`src/inc/bmc_map.svh`:
```
`ifndef BMC_MAP_SVH
`define BMC_MAP_SVH

// Register byte offsets on the plain register port.
`define BMC_ADDR_W      12
`define BMC_MAILBOX_WORD_THREE_OFS   12'h70c
`define BMC_MISC_OFS    12'h800

// Control and status field positions.
`define BMC_SWRST_BIT   31
`define BMC_SBG_BIT     19
`define BMC_SBB_BIT     18
`define BMC_BOC_BIT     16
`define BMC_MABE_BIT    12
`define BMC_BLK8_BIT    9
`define BMC_FMODE_BIT   8
`define BMC_PRC_MSB     7
`define BMC_PRC_LSB     2
`define BMC_MODE_MSB    1
`define BMC_MODE_LSB    0

// Reset values.
`define BMC_MBOX_RST    32'h0000_0000
`define BMC_PRC_RST     6'h01
`define BMC_RD_ZERO     32'h0000_0000
`define BMC_ALL_ONES    32'hffff_ffff

// Grant synchroniser depth on the asynchronous path.
`define BMC_SYNC_DEPTH  2

`endif

```
`src/inc/bmc_pkg.sv`:
```
package bmc_pkg;

  typedef struct packed {
    logic [11:0] addr;
    logic [31:0] wdata;
    logic        wr;
    logic        rd;
  } bmc_reg_req_t;

  typedef struct packed {
    logic hit;
    logic is_write;
    logic delayed;
  } bmc_abort_req_t;

  typedef struct packed {
    logic        bus_error;
    logic        normal_end;
    logic        flush_write;
    logic [31:0] read_data;
  } bmc_abort_rsp_t;

  typedef enum logic [1:0] {
    BMC_MODE_A_LOW  = 2'b00,
    BMC_MODE_A_HIGH = 2'b01,
    BMC_MODE_B      = 2'b10,
    BMC_MODE_C      = 2'b11
  } bmc_mode_t;

endpackage

```
`src/hdl/bmc_sync_sel.sv`:
```
`timescale 1ns/10ps
`include "bmc_map.svh"

module bmc_sync_sel #(
  parameter logic RESET_VAL = 1'b1
) (
  input  wire logic clk_in,
  input  wire logic rst_in,
  input  wire logic raw_in,
  input  wire logic sync_mode_in,
  output logic      sampled_out
);

  logic [`BMC_SYNC_DEPTH-1:0] chain;
  logic                       direct;

  // The first stage feeds only the second stage.
  always_ff @(posedge clk_in) begin
    if (rst_in) begin
      chain <= {`BMC_SYNC_DEPTH{RESET_VAL}};
    end else begin
      chain <= {chain[`BMC_SYNC_DEPTH-2:0], raw_in};
    end
  end

  // A synchronous source is trusted and taken after two flops.
  always_ff @(posedge clk_in) begin
    if (rst_in) begin
      direct <= RESET_VAL;
    end else begin
      direct <= raw_in;
    end
  end

  always_ff @(posedge clk_in) begin
    if (rst_in) begin
      sampled_out <= RESET_VAL;
    end else if (sync_mode_in) begin
      sampled_out <= direct;
    end else begin
      sampled_out <= chain[`BMC_SYNC_DEPTH-1];
    end
  end

endmodule // bmc_sync_sel

```
`src/hdl/bmc_regs.sv`:
```
// Operation
// - Fourth mailbox, 32-bit read/write, reset zero.
// - Soft reset bit read/write, resets zero.
// - Grant sync select: 0 async, 1 sync.
// - Grant acknowledge sync select likewise.
// - Byte order select: 0 big, 1 little.
// - Delayed master-abort maps to bus error.
// - Disable bit set: normal end, flush, ones.
// - Prefetch bytes are four times count.
// - Soft reset drives, local and PCI clear.
// - Sync bits reset by latched master mode.
// - Mode field latched from straps at reset.
// - Register channel never byte swapped.
//
// Added by the designer: strobed register access.
`timescale 1ns/10ps
`include "bmc_map.svh"

module bmc_regs (
  input  wire logic                  clk_in,
  input  wire logic                  rst_in,
  input  wire bmc_pkg::bmc_reg_req_t reg_req_in,
  output logic [31:0]                reg_rdata_out,
  input  wire logic                  local_reset_n_in,
  input  wire logic                  pci_reset_n_in,
  output logic                       local_reset_n_out,
  input  wire logic                  burst_in_progress_pin_in,
  input  wire logic                  size_bit_one_pin_in,
  input  wire logic                  bus_grant_n_in,
  input  wire logic                  grant_ack_n_in,
  output logic                       grant_synced_n_out,
  output logic                       grant_ack_synced_n_out,
  input  wire logic [31:0]           chan_data_in,
  input  wire logic                  chan_invert_in,
  output logic [31:0]                chan_data_out,
  input  wire bmc_pkg::bmc_abort_req_t abort_req_in,
  output bmc_pkg::bmc_abort_rsp_t    abort_rsp_out,
  output logic [7:0]                 prefetch_bytes_out,
  output logic                       byte_order_out
);

  //////////////////////////////////////////////////////////////////////////

  logic [31:0]        mailbox_payload;
  logic               local_soft_reset_bit;
  logic               pci_hold;
  logic               grant_sync_select;
  logic               grant_ack_sync_select;
  logic               local_byte_order_select;
  logic               abort_error_map_disable;
  logic               fifo_block_size_bit;
  logic               fifo_mode_bit;
  logic [5:0]         prefetch_count;
  bmc_pkg::bmc_mode_t master_slave_mode_field;
  logic               wr_mbox;
  logic               wr_misc;
  logic               rd_mbox;
  logic               rd_misc;
  logic               local_rst;
  logic               pci_rst;
  logic [31:0]        misc_word;
  logic [1:0]         sync_raw;
  logic [1:0]         sync_sel;
  logic [1:0]         sync_out;
  logic               swap_en;

  assign wr_mbox = reg_req_in.wr && (reg_req_in.addr == `BMC_MAILBOX_WORD_THREE_OFS);
  assign wr_misc = reg_req_in.wr && (reg_req_in.addr == `BMC_MISC_OFS);
  assign rd_mbox = reg_req_in.rd && (reg_req_in.addr == `BMC_MAILBOX_WORD_THREE_OFS);
  assign rd_misc = reg_req_in.rd && (reg_req_in.addr == `BMC_MISC_OFS);
  assign local_rst = !local_reset_n_in;
  assign pci_rst   = !pci_reset_n_in;

  //////////////////////////////////////////////////////////////////////////

  always_ff @(posedge clk_in) begin
    if (rst_in) begin
      mailbox_payload <= `BMC_MBOX_RST;
    end else if (wr_mbox) begin
      mailbox_payload <= reg_req_in.wdata;
    end
  end

  //////////////////////////////////////////////////////////////////////////

  // A hardware reset request beats a software write of one in the same
  // cycle: a reset that is still asserted must not be re-armed by software.
  // soft reset bit
  always_ff @(posedge clk_in) begin
    if (rst_in) begin
      local_soft_reset_bit <= 1'b0;
    end else if (local_rst || pci_rst) begin
      local_soft_reset_bit <= 1'b0;
    end else if (wr_misc) begin
      local_soft_reset_bit <= reg_req_in.wdata[`BMC_SWRST_BIT];
    end
  end

  // The PCI reset keeps the output asserted until that reset negates.
  // hold through PCI reset
  always_ff @(posedge clk_in) begin
    if (rst_in) begin
      pci_hold <= 1'b0;
    end else begin
      pci_hold <= pci_rst && (local_soft_reset_bit || pci_hold);
    end
  end

  // Combinational so that a cleared bit or a local reset negates at once.
  // Feeding this output back into the local reset input will oscillate.
  // reset output drive
  assign local_reset_n_out = !((local_soft_reset_bit && !local_rst)
                               || (pci_hold && pci_rst));

  //////////////////////////////////////////////////////////////////////////

  // Straps are sampled on every edge while reset is held, so the value at
  // the last reset edge is what software later reads.
  // strap latch
  always_ff @(posedge clk_in) begin
    if (rst_in) begin
      master_slave_mode_field <= bmc_pkg::bmc_mode_t'(
        {burst_in_progress_pin_in, size_bit_one_pin_in});
    end
  end

  // Modes with a low upper strap bit are the first processor type.
  // mode dependent reset
  always_ff @(posedge clk_in) begin
    if (rst_in) begin
      grant_sync_select <= burst_in_progress_pin_in;
    end else if (wr_misc) begin
      grant_sync_select <= reg_req_in.wdata[`BMC_SBG_BIT];
    end
  end

  always_ff @(posedge clk_in) begin
    if (rst_in) begin
      grant_ack_sync_select <= burst_in_progress_pin_in;
    end else if (wr_misc) begin
      grant_ack_sync_select <= reg_req_in.wdata[`BMC_SBB_BIT];
    end
  end

  //////////////////////////////////////////////////////////////////////////

  always_ff @(posedge clk_in) begin
    if (rst_in) begin
      local_byte_order_select <= 1'b0;
    end else if (wr_misc) begin
      local_byte_order_select <= reg_req_in.wdata[`BMC_BOC_BIT];
    end
  end

  // A fresh bridge reports every master-abort as a bus error.
  // map disable reset
  always_ff @(posedge clk_in) begin
    if (rst_in) begin
      abort_error_map_disable <= 1'b0;
    end else if (wr_misc) begin
      abort_error_map_disable <= reg_req_in.wdata[`BMC_MABE_BIT];
    end
  end

  // These bits steer nothing here; they are kept so that a read shows
  // software a wrong setting instead of hiding it.
  always_ff @(posedge clk_in) begin
    if (rst_in) begin
      fifo_block_size_bit <= 1'b0;
      fifo_mode_bit       <= 1'b0;
    end else if (wr_misc) begin
      fifo_block_size_bit <= reg_req_in.wdata[`BMC_BLK8_BIT];
      fifo_mode_bit       <= reg_req_in.wdata[`BMC_FMODE_BIT];
    end
  end

  always_ff @(posedge clk_in) begin
    if (rst_in) begin
      prefetch_count <= `BMC_PRC_RST;
    end else if (wr_misc) begin
      prefetch_count <= reg_req_in.wdata[`BMC_PRC_MSB:`BMC_PRC_LSB];
    end
  end

  //////////////////////////////////////////////////////////////////////////

  always_comb begin
    misc_word                            = `BMC_RD_ZERO;
    misc_word[`BMC_SWRST_BIT]            = local_soft_reset_bit;
    misc_word[`BMC_SBG_BIT]              = grant_sync_select;
    misc_word[`BMC_SBB_BIT]              = grant_ack_sync_select;
    misc_word[`BMC_BOC_BIT]              = local_byte_order_select;
    misc_word[`BMC_MABE_BIT]             = abort_error_map_disable;
    misc_word[`BMC_BLK8_BIT]             = fifo_block_size_bit;
    misc_word[`BMC_FMODE_BIT]            = fifo_mode_bit;
    misc_word[`BMC_PRC_MSB:`BMC_PRC_LSB] = prefetch_count;
    misc_word[`BMC_MODE_MSB:`BMC_MODE_LSB] = master_slave_mode_field;
  end

  // Register reads bypass the swap network entirely.
  // register path unswapped
  always_ff @(posedge clk_in) begin
    if (rst_in) begin
      reg_rdata_out <= `BMC_RD_ZERO;
    end else if (rd_mbox) begin
      reg_rdata_out <= mailbox_payload;
    end else if (rd_misc) begin
      reg_rdata_out <= misc_word;
    end else begin
      reg_rdata_out <= `BMC_RD_ZERO;
    end
  end

  //////////////////////////////////////////////////////////////////////////

  assign sync_raw = {grant_ack_n_in, bus_grant_n_in};
  assign sync_sel = {grant_ack_sync_select, grant_sync_select};

  generate
    for (genvar i = 0; i < 2; i++) begin : g_sync
      bmc_sync_sel #(
        .RESET_VAL (1'b1)
      ) u_sync (
        .clk_in       (clk_in),
        .rst_in       (rst_in),
        .raw_in       (sync_raw[i]),
        .sync_mode_in (sync_sel[i]),
        .sampled_out  (sync_out[i])
      );
    end
  endgenerate

  assign grant_synced_n_out     = sync_out[0];
  assign grant_ack_synced_n_out = sync_out[1];

  //////////////////////////////////////////////////////////////////////////

  // The channel inversion flag flips the select for as long as it is held high.
  // data channel ordering
  assign swap_en = !(local_byte_order_select ^ chan_invert_in);

  always_ff @(posedge clk_in) begin
    if (rst_in) begin
      chan_data_out <= `BMC_RD_ZERO;
    end else if (swap_en) begin
      chan_data_out <= {chan_data_in[7:0], chan_data_in[15:8],
                        chan_data_in[23:16], chan_data_in[31:24]};
    end else begin
      chan_data_out <= chan_data_in;
    end
  end

  always_ff @(posedge clk_in) begin
    if (rst_in) begin
      byte_order_out <= 1'b0;
    end else begin
      byte_order_out <= local_byte_order_select;
    end
  end

  //////////////////////////////////////////////////////////////////////////

  // Only delayed transfers honour the disable bit; others always error.
  // abort as bus error
  always_ff @(posedge clk_in) begin
    if (rst_in) begin
      abort_rsp_out <= '0;
    end else begin
      abort_rsp_out <= '0;
      if (abort_req_in.hit) begin
        if (abort_req_in.delayed && abort_error_map_disable) begin
          abort_rsp_out.normal_end  <= 1'b1;
          abort_rsp_out.flush_write <= abort_req_in.is_write;
          if (!abort_req_in.is_write) begin
            abort_rsp_out.read_data <= `BMC_ALL_ONES;
          end
        end else begin
          abort_rsp_out.bus_error <= 1'b1;
        end
      end
    end
  end

  //////////////////////////////////////////////////////////////////////////

  // A count of zero prefetches nothing; the reset value asks for one word.
  // prefetch byte count
  always_ff @(posedge clk_in) begin
    if (rst_in) begin
      prefetch_bytes_out <= 8'h00;
    end else begin
      prefetch_bytes_out <= {prefetch_count, 2'b00};
    end
  end

endmodule // bmc_regs

```
`config.mk`:
```
export PLATFORM = sky130hd
export DESIGN_NAME = bmc_regs
export DESIGN_NICKNAME = d
export VERILOG_FILES = /design/src/inc/bmc_pkg.sv /design/src/hdl/bmc_sync_sel.sv /design/src/hdl/bmc_regs.sv
export VERILOG_INCLUDE_DIRS = /design/src /design/src/inc
export SDC_FILE = /design/constraint.sdc
export NUM_CORES = 1
export LEC_CHECK = 0
export ABC_CLOCK_PERIOD_IN_PS = 3200
export CORE_UTILIZATION = 35
export CTS_BUF_LIST = sky130_fd_sc_hd__clkbuf_16
export DETAILED_ROUTE_END_ITERATION = 10
export DONT_BUFFER_PORTS = 1
export PLACE_DENSITY = 0.55
export SKIP_CTS_REPAIR_TIMING = 1
export SYNTH_ARGS = -nofsm -noshare
export SYNTH_HDL_FRONTEND = slang
export SYNTH_HIERARCHICAL = 1
export SYNTH_SLANG_ARGS = --single-unit
```
`constraint.sdc`:
```
create_clock -name clk_in -period 3.2 [get_ports clk_in]
set_input_delay 0.32 -clock clk_in [delete_from_list [all_inputs] [get_ports clk_in]]
set_output_delay 0.32 -clock clk_in [all_outputs]
set_load 0.03 [all_outputs]
```
==> qor.yml, run 1 <==
reg2regPathDepth: 4
endpoint_kind: "output pin"
cp_max_fo: 9
crit_slowest_cell: "dfxtp_4"
crit_chain: "buf_4"
root_buffer: "clkbuf_16"
ir_worst_vdd_v: 0.000353
vias: 3271
r2r_slack_ps: 1900
clockBufferDepth: 2
routed_wl_um: 11100
layout-drive-gt1-share_pct: 10.6
finalSetupViolCount: 0
critPathKind: "flip-flop to output pin"
fmax_ghz: 0.470
hpwl_um: 7230
reg2reg_to: "chan_data_out[18]"
r2r-start: "local_byte_order_select"
vias_per_cell: 4.80
ys_ff_latch: 129
antenna_found_initial: 0
syn-instance-count: 517
gr-usage-all-layers_pct: 15.5
drv_cap: 0
postRouteAntennaNets: 0
multi_input_area_sq_um: 1930
cts_num_sinks: 129
path_buf_inv: 1
core_region_area_sq_um: 13900
min_path_cells: 1
fin_area_sq_um: 5580
power_density_nw_per_um2: 672
worstHoldStart: "abort_req_in[1]"
status: "finished clean"
crit_family: "flip-flops"
p_leak_nw: 2.16
syn_to_final_growth_pct: 12.2
die_w_um: 121
min_path_type: "input port to flip-flop"
worst_pin_slew_ps: 997
cts_tree: "yes"
required_ps: 2880
holdPathEnd: "abort_rsp_out[32]"
io_buffers: 0
wl_per_cell_um: 16.3
netlist_area_sq_um: 4970
slew_viol_final: 0
pin_count: 201
gr-total-overflow: 0
critical_path.startpoint_type: "flip-flop"
finalCritPeriodShare_pct: 66.5
initial_core_util_pct: 35.8
slew_headroom_pct: 33.5
arrival_ps: 1810
die-area_sq_um: 14700
drtIter0Drc: 138
die_y_um: 121
post_dp_cell_area_sq_um: 4890
grt_first_pass_wirelength_um: 16900
dp_slack_ps: 989
cpPeakStageDelay_ps: 770
grt_max_degree: 123
grt_pass1_vias: 3258
ys_warn_count: 6
fin_ws_ps: 1070
finalSetupTns_ps: 0
gp_congestion: 0.665
rsz0062_at_grt: "no"
n_antenna_cell: 0
cts.clk_slew.worst_paths_ps: 60
finalHoldViolCount: 0
power_mw: 3.75
fin_nets: 579
yosysSeqAreaShare_pct: 52.7
avgSynthCellArea_sq_um: 9.62
numCtsBuffers: 17
nFillCells: 1363
final_util_pct: 40.2
regArea_sq_um: 2630
fin_crit_ps: 2130
skew_ps: 6.32
clock_latency_ps: 420
drtPass1Iterations: 4
drc_errors: 0
synthDistinctLibCells: 30
rows: 43
htree_levels: 4
Yosys cell counts (all sizes together):
cell    number  area share [%]
nand2b      75             9.4
nor4         2            0.86
nor3         2            0.20
conb         1           0.075
nor2b        5            0.63
nor4b        1            0.18
a21oi       48             4.8
buf         44             6.7
and2        18             2.3
edfxtp       4             2.4
xor2         1            0.18
clkbuf      21             1.6
nand3       30             3.0
a22oi        1            0.15
inv          7            0.53
xnor2        1            0.18
nor2         4            0.30
a211o        2            0.35
nand2       71             5.4
and3b        1            0.18
or2          4            0.50
nor3b        1            0.15
mux2i       43             8.7
nand4        2            0.38
dfxtp      125              50
and4         3            0.53
worst reg2reg max path: stages, from the launching register on:
cell	delay [ps]
dfxtp_1	460
xor2_2	150
buf_4	320
nand2_1	130
a21oi_1	170
metrics by stage:
step,cells,hold WS [ps]
4_1_cts,673,-57.2
3_3_place_gp,641,397
2_1_floorplan,518,397
6_report,682,26.2
3_5_place_dp,641,396
5_1_grt,682,9.21
state kept, by name, summed over array words and instances, names as in the netlist, 2 cells and up:
name and cells:
abort_rsp_out 4, chan_data_out 32, g_sync.u_sync/chain 4, g_sync.u_sync/sampled_out 2, mailbox_payload 32, master_slave_mode_field 2
prefetch_bytes_out 6, prefetch_count 6, reg_rdata_out 32
how the worst max path moves through the flow:
stage | slack, ps | cells past startpoint | start | end
2_1_floorplan | 1620 | 1 | abort_rsp_out[30] | abort_rsp_out[10]
3_3_place_gp | 1080 | 3 | reg_req_in[41] | mailbox_payload[25]
3_5_place_dp | 990 | 3 | reg_req_in[41] | mailbox_payload[0]
4_1_cts | 1040 | 1 | abort_rsp_out[30] | abort_rsp_out[3]
5_1_grt | 990 | 1 | abort_rsp_out[30] | abort_rsp_out[24]
6_report | 1070 | 1 | abort_rsp_out[30] | abort_rsp_out[3]
placed cells by master, fill, tap and decap left out, types with 2 or more instances in the layout:
| cell | n |
|---|---|
| dfxtp_1 | 124 |
| nand2b_1 | 75 |
| nand2_1 | 71 |
| a21oi_1 | 48 |
| mux2i_1 | 43 |
| nand3_1 | 30 |
| and2_1 | 18 |
| clkbuf_16 | 17 |
| dlygate4sd3_1 | 8 |
| inv_1 | 7 |
| buf_4 | 7 |
| clkinvlp_4 | 5 |
| nor2_1 | 4 |
| clkinv_4 | 4 |
| or2_2 | 4 |
| edfxtp_1 | 4 |
| nor2b_1 | 3 |
| nor2b_2 | 2 |
| nor4_4 | 2 |
| and4_1 | 2 |
| nor3_1 | 2 |
| conb_1 | 2 |
| inv_6 | 2 |
| bufinv_16 | 2 |
| a211o_1 | 2 |
kinds of logic after synthesis:
family / count (synthesis) / synth area share (%)
and+or+nand+nor: 219 / 24.0
DFF: 129 / 52.7
buffers and inverters: 72 / 8.86
AOI/OAI and AO/OA: 51 / 5.33
muxes: 43 / 8.66
xor gates and xnor gates: 2 / 0.352
other: 1 / 0.0754
power by group:
group	switching (mW)	internal (mW)
clock	0.749	1.15
sequential	0.0728	1.65
combinational	0.0662	0.0582
routing by layer:
layer  wire length, um  GRT usage, %
met2              5550          25.5
met4               149          7.25
met5                 0             0
met3               952          7.14
met1              4480          17.0
cell type report:
cell class                      count  area share (%)
Timing Repair Buffer               17            3.23
Sequential cell                   129            47.1
Tap cell                          180            4.04
Clock buffer                       17            7.63
Inverter                            7           0.471
Multi-Input combinational cell    317            34.7
Clock inverter                     15            2.87
Note: power is estimated with default switching activity, not from simulation.
==> inputs of run 2 (changes only) <==
- ABC_CLOCK_PERIOD_IN_PS: 3200 -> 1700
- PLACE_DENSITY: 0.55 -> 0.57
- clock period: 3.2 -> 1.7 ns (I/O delays scaled with it)
==> run 2 against run 1 <==
Die area unchanged. Clock skew about the same. Flip-flop and latch count unchanged. Worst hold slack got worse by 18 ps. Sequential share of layout area shrank 6.1 points. Total power grew 98%. Worst setup slack lost 860 ps. Wire length is 12% higher. Core utilization up 6.0 points. Sequential power up 89%. Design area rose by 15%. Critical path type is now input port to flip-flop. Critical endpoint is now abort_rsp_out[34].
==> qor.yml, run 2 (same netlist as run 1, synthesis figures left out) <==
grt_pass1_vias: 3137  # -3.7%
fmax_ghz: 0.671
min_path_cells: 2  # +1
fin_cells: 760  # +11%
post-place-cells: 646  # +0.78%
holdPathEnd: "mailbox_payload[6]"
finalHoldViolCount: 0  # unchanged
clkPwrFrac_pct: 50.6  # about the same
pin_count: 201  # unchanged
critPathKind: "input port to flip-flop"
postRouteAntennaNets: 0  # unchanged
power_density_nw_per_um2: 1150  # +72%
sequentialPowerShare_pct: 43.9  # -2.1 points
slew_viol_final: 0  # unchanged
io_buffers: 0  # unchanged
status: "finished clean"
clockBufferDepth: 2  # unchanged
reg2reg_to: "chan_data_out[23]"
cp_max_fo: 15  # +6
reg2regPathDepth: 3  # -1
cts.clk_slew.worst_paths_ps: 60  # about the same
fin_nets: 657  # +13%
hpwl_um: 7300  # +0.98%
nFillCells: 1293  # -5.1%
final_common_cell: "dfxtp_1"
finalSetupViolCount: 0  # unchanged
power_switching_mw: 1.63  # +84%
die_w_um: 121  # unchanged
routed_wl_um: 12500  # +12%
worstHoldStart: "rst_in"
gr-total-overflow: 0  # unchanged
dp_slack_ps: -98.3  # -1090 ps
finalCritPeriodShare_pct: 87.7
die-area_sq_um: 14700  # unchanged
slew_headroom_pct: 44.9  # +11 points
gp_congestion: 0.721  # +8.5%
layout-drive-gt1-share_pct: 8.62  # -1.9 points
htree_levels: 4  # unchanged
grt_first_pass_wirelength_um: 16700  # -0.78%
rsz0062_at_grt: "no"
cellInternalPower_mw: 5.77  # +100%
drtIter0Drc: 149  # +8.0%
drtPass1Iterations: 5  # +1
r2r-start: "local_byte_order_select"
crit_chain: "dlygate4sd3_1 -> nand2b_1 -> a21oi_1 -> dlygate4sd3_1"
core_region_area_sq_um: 13900  # unchanged
critical_path.startpoint_type: "input port"
vias_per_cell: 4.72  # -1.6%
p_leak_nw: 2.53  # +17%
fin_crit_ps: 1490
clock_latency_ps: 410  # about the same
antenna_found_initial: 1  # +1
die_y_um: 121  # unchanged
initial_core_util_pct: 35.8  # unchanged
drc_errors: 0  # unchanged
ir_worst_vdd_v: 0.000604  # +71%
worst_pin_slew_ps: 826  # -171 ps
rows: 43  # unchanged
fin_ws_ps: 210  # -864 ps
combPwrFrac_pct: 5.5  # +2.2 points
arrival_ps: 1790  # -20 ps
power_switching_share_pct: 22.0  # -1.7 points
wl_per_cell_um: 16.4  # +0.66%
reg.largest.list: "chan_data_out x32, mailbox_payload x32, reg_rdata_out x32"
vias: 3585  # +9.6%
endpoint_kind: "flip-flop"
crit_family: "buffers and inverters"
gr-usage-all-layers_pct: 15.5  # -0.092 points
root_buffer: "clkbuf_16"
crit_slowest_cell: "dlygate4sd3_1"
drv_cap: 0  # unchanged
r2r_slack_ps: 260  # -1640 ps
cpPeakStageDelay_ps: 790  # +20 ps
skew_ps: 6.67  # +0.344 ps
syn_to_final_growth_pct: 29.0
min_path_type: "input port to flip-flop"
grt_max_degree: 123  # unchanged
required_ps: 2000  # -880 ps
n_antenna_cell: 0  # unchanged
crit_top_cell: "dlygate4sd3_1"
crit_start: "rst_in"
cts_tree: "yes"
path_buf_inv: 2  # +1
cts_num_sinks: 129  # unchanged
layout_common_cells: "124 x dfxtp_1, 81 x dlygate4sd3_1, 75 x nand2b_1"
numCtsBuffers: 17  # unchanged
## run 2: cell count changes in the layout (fill, tap and decap cells not counted), sizes merged
cell | before | now
buf | 9 | 14
bufinv | 2 | 3
clkbuf | 17 | 19
clkinv | 5 | 8
clkinvlp | 5 | 0
dlygate4sd3 | 8 | 81
inv | 10 | 9
## run 2: layout make-up
class                   count  area [sq um]  share of cell area [%]
well taps                 180           225                    3.51
inverters                   7          26.3                   0.410
repair buffers             95           981                    15.3
clock inverters            13           139                    2.17
clock buffers              19           475                    7.41
multi-input cells         317          1940                    30.3
flip-flops and latches    129          2630                    40.9
## run 2: worst max path at each step
| stage | endpoint | cells after the start |
|---|---|---|
| after detailed placement | chan_data_out[13] | 3 |
| after global routing | chan_data_out[15] | 3 |
| final | abort_rsp_out[34] | 4 |
| after global placement | chan_data_out[9] | 3 |
| after CTS | chan_data_out[16] | 3 |
| after floorplan | abort_rsp_out[10] | 1 |
## run 2: worst reg2reg max path, delay by kind of cell (launching register included)
family           cells  cell delay, ps
flip-flops           1             360
AO/OA/AOI/OAI        1             170
AND/OR/NAND/NOR      1             160
XOR/XNOR             1             690
## run 2: power groups by stage
stage / logic, mW / clock network [mW] / registers, mW
final: 0.410 / 3.74 / 3.25
after global routing: 0.448 / 3.97 / 3.25
after CTS: 0.203 / 3.82 / 3.25
after detailed placement: 0.203 / 0 / 3.31
after global placement: 0.193 / 0 / 3.31
after floorplan: 0.194 / 0 / 3.30
## run 2: routing by layer
layer | routed length, um | track usage [%]
met3 | 696 | 5.40
met2 | 6230 | 25.4
met5 | 0 | 0
met1 | 5350 | 17.9
met4 | 223 | 7.25
## run 2: through the flow
stage / power (mW) / cell area (sq um) / TNS [ps] / utilization (%) / hold WS, ps
after global placement: 3.51 / 4950 / 0 / 35.7 / 249
after detailed placement: 3.52 / 4950 / -2460 / 35.7 / 250
after floorplan: 3.50 / 4980 / 0 / - / 247
final: 7.40 / 6410 / 0 / 46.2 / 7.95
after global routing: 7.67 / 6410 / 0 / 46.2 / 5.36
after CTS: 7.26 / 5560 / -2160 / 40.1 / -196
==> inputs of run 3 (changes only) <==
- PLACE_DENSITY: 0.57 -> not set
- PLACE_DENSITY_LB_ADDON: not set -> 0.3
- RECOVER_POWER: not set -> 25
==> run 3 against run 2 <==
The flow now finishes with violations (negative hold slack, max-capacitance violations, max-slew violations). Total power is 3.6% lower. Combinational power is 4% lower. Largest power group unchanged. Clock power is 6.7% lower. Critical path type unchanged. Global-route usage down 0.56 points. Maximum frequency is 1.3% higher. Highest routed layer unchanged. Register-to-register slack lost 20 ps. Critical endpoint is now grant_sync_select. Count of clock-buffer cells in the layout shrank 2. First-iteration DRC count rose by 21%. Sequential power barely moved. Final cell count down 0.53%.
==> qor.yml, run 3 (same netlist as run 1, synthesis figures left out) <==
numCtsBuffers: 17  # unchanged
crit_start: "rst_in"
gp_congestion: 0.702  # -2.7%
grt_max_degree: 123  # unchanged
vias_per_cell: 4.84  # +2.6%
cts_tree: "yes"
core_region_area_sq_um: 13900  # unchanged
initial_core_util_pct: 35.8  # unchanged
root_buffer: "clkbuf_16"
worstHoldStart: "reg_req_in[20]"
fin_area_sq_um: 6290  # -1.9%
die_w_um: 121  # unchanged
critical_path.startpoint_type: "input port"
finalSetupTns_ps: 0  # unchanged
n_antenna_cell: 0  # unchanged
fin_nets: 653  # -0.61%
gr-usage-all-layers_pct: 14.9  # -0.56 points
routed_wl_um: 12000  # -4.3%
drtIter0Drc: 180  # +21%
wl_per_cell_um: 15.8  # -3.8%
pin_count: 201  # unchanged
die_y_um: 121  # unchanged
fmax_ghz: 0.680  # +1.3%
finalHoldViolCount: 2  # +2
regArea_sq_um: 2630  # unchanged
hpwl_um: 7100  # -2.8%
fin_crit_ps: 1470  # -19.4 ps
io_buffers: 0  # unchanged
p_leak_nw: 2.46  # -2.8%
reg.largest.list: "chan_data_out x32, mailbox_payload x32, reg_rdata_out x32"
arrival_ps: 1630  # -160 ps
whs_ps: -25.5  # -33.4 ps
drv_cap: 1  # +1
power_mw: 7.13  # -3.6%
cts_num_sinks: 129  # unchanged
dp_slack_ps: -64.7  # +33.6 ps
cts.clk_slew.worst_paths_ps: 60  # about the same
postRouteAntennaNets: 0  # unchanged
slew_headroom_pct: -3.65  # -49 points
vias: 3658  # +2.0%
post-place-cells: 645  # -0.15%
min_path_type: "input port to flip-flop"
required_ps: 1860  # -140 ps
worst_pin_slew_ps: 1550  # +729 ps
power_density_nw_per_um2: 1130  # -1.8%
rsz0062_at_grt: "no"
clock_latency_ps: 410  # about the same
finalCritPeriodShare_pct: 86.5  # -1.1 points
r2r_slack_ps: 240  # -20 ps
ir_worst_vdd_v: 0.000628  # +4.1%
die-area_sq_um: 14700  # unchanged
multi_input_area_sq_um: 1930  # -0.32%
nFillCells: 1267  # -2.0%
grt_first_pass_wirelength_um: 16500  # -1.3%
status: "complete, but fails checks"
syn_to_final_growth_pct: 26.5
rows: 43  # unchanged
final_util_pct: 45.3  # -0.88 points
crit_end: "grant_sync_select"
endpoint_kind: "flip-flop"
final_common_cell: "dfxtp_1"
r2r-start: "local_byte_order_select"
grt_pass1_vias: 3282  # +4.6%
drc_errors: 0  # unchanged
reg2regPathDepth: 3  # unchanged
cp_max_fo: 103  # +88
fin_cells: 756  # -0.53%
drtPass1Iterations: 4  # -1
layout-drive-gt1-share_pct: 8.68  # +0.060 points
clockBufferDepth: 2  # unchanged
fin_ws_ps: 229  # +19.4 ps
slew_viol_final: 104  # +104
post_dp_cell_area_sq_um: 4940  # -0.15%
layout_common_cells: "124 x dfxtp_1, 78 x dlygate4sd3_1, 75 x nand2b_1"
htree_levels: 4  # unchanged
critPathKind: "input port to flip-flop"
violations: "negative hold slack, max-capacitance violations, max-slew violations"
finalSetupViolCount: 0  # unchanged
reg2reg_to: "chan_data_out[5]"
gr-total-overflow: 0  # unchanged
skew_ps: 7.08  # +0.416 ps
antenna_found_initial: 0  # -1
## run 3: cell count changes in the layout (fill, tap and decap cells not counted), moves of 2 or more
cell           previous run  this run
clkbuf_16                19        17
inv_4                     0         2
dlygate4sd3_1            81        78
clkinv_1                  5         3
clkinvlp_4                0         2
clkinv_2                  1         3
buf_4                    10         7
clkbuf_1                  0         2
inv_1                     9         7
## run 3: per-layer routing
metal / vias to the layer above / GRT usage [%] / wire length (um)
li1: 1742 / - / -
met1: 1722 / 17.3 / 5270
met2: 180 / 23.4 / 5600
met3: 14 / 5.92 / 886
met4: 0 / 7.79 / 199
met5: - / 0 / 0
## run 3: power breakdown
part	switching (mW)	leakage (nW)	internal (mW)	total [mW]
Clock	1.35	0.276	2.14	3.49
Combinational	0.183	1.12	0.211	0.395
Sequential	0.139	1.06	3.11	3.25
## run 3: worst max-delay path, cell delays in order
cell and delay, ps:
buf_2 1120, nand2b_1 240, nand2_1 60
## run 3: worst min path at each step
stage                          endpoint  slack [ps]  cells after the start
floorplan                      pci_hold         250                      1
global placement               pci_hold         250                      1
detailed placement             pci_hold         250                      1
CTS                            pci_hold        -190                      1
global route        mailbox_payload[18]           2                      2
finish              mailbox_payload[18]         -30                      2
## run 3: final cells by class
| type | count | share of cell area [%] |
|---|---|---|
| Inverter | 7 | 0.418 |
| Multi-Input combinational cell | 317 | 30.7 |
| Clock inverter | 15 | 2.23 |
| Sequential cell | 129 | 41.7 |
| Timing Repair Buffer | 91 | 14.5 |
| Clock buffer | 17 | 6.76 |
| Tap cell | 180 | 3.58 |
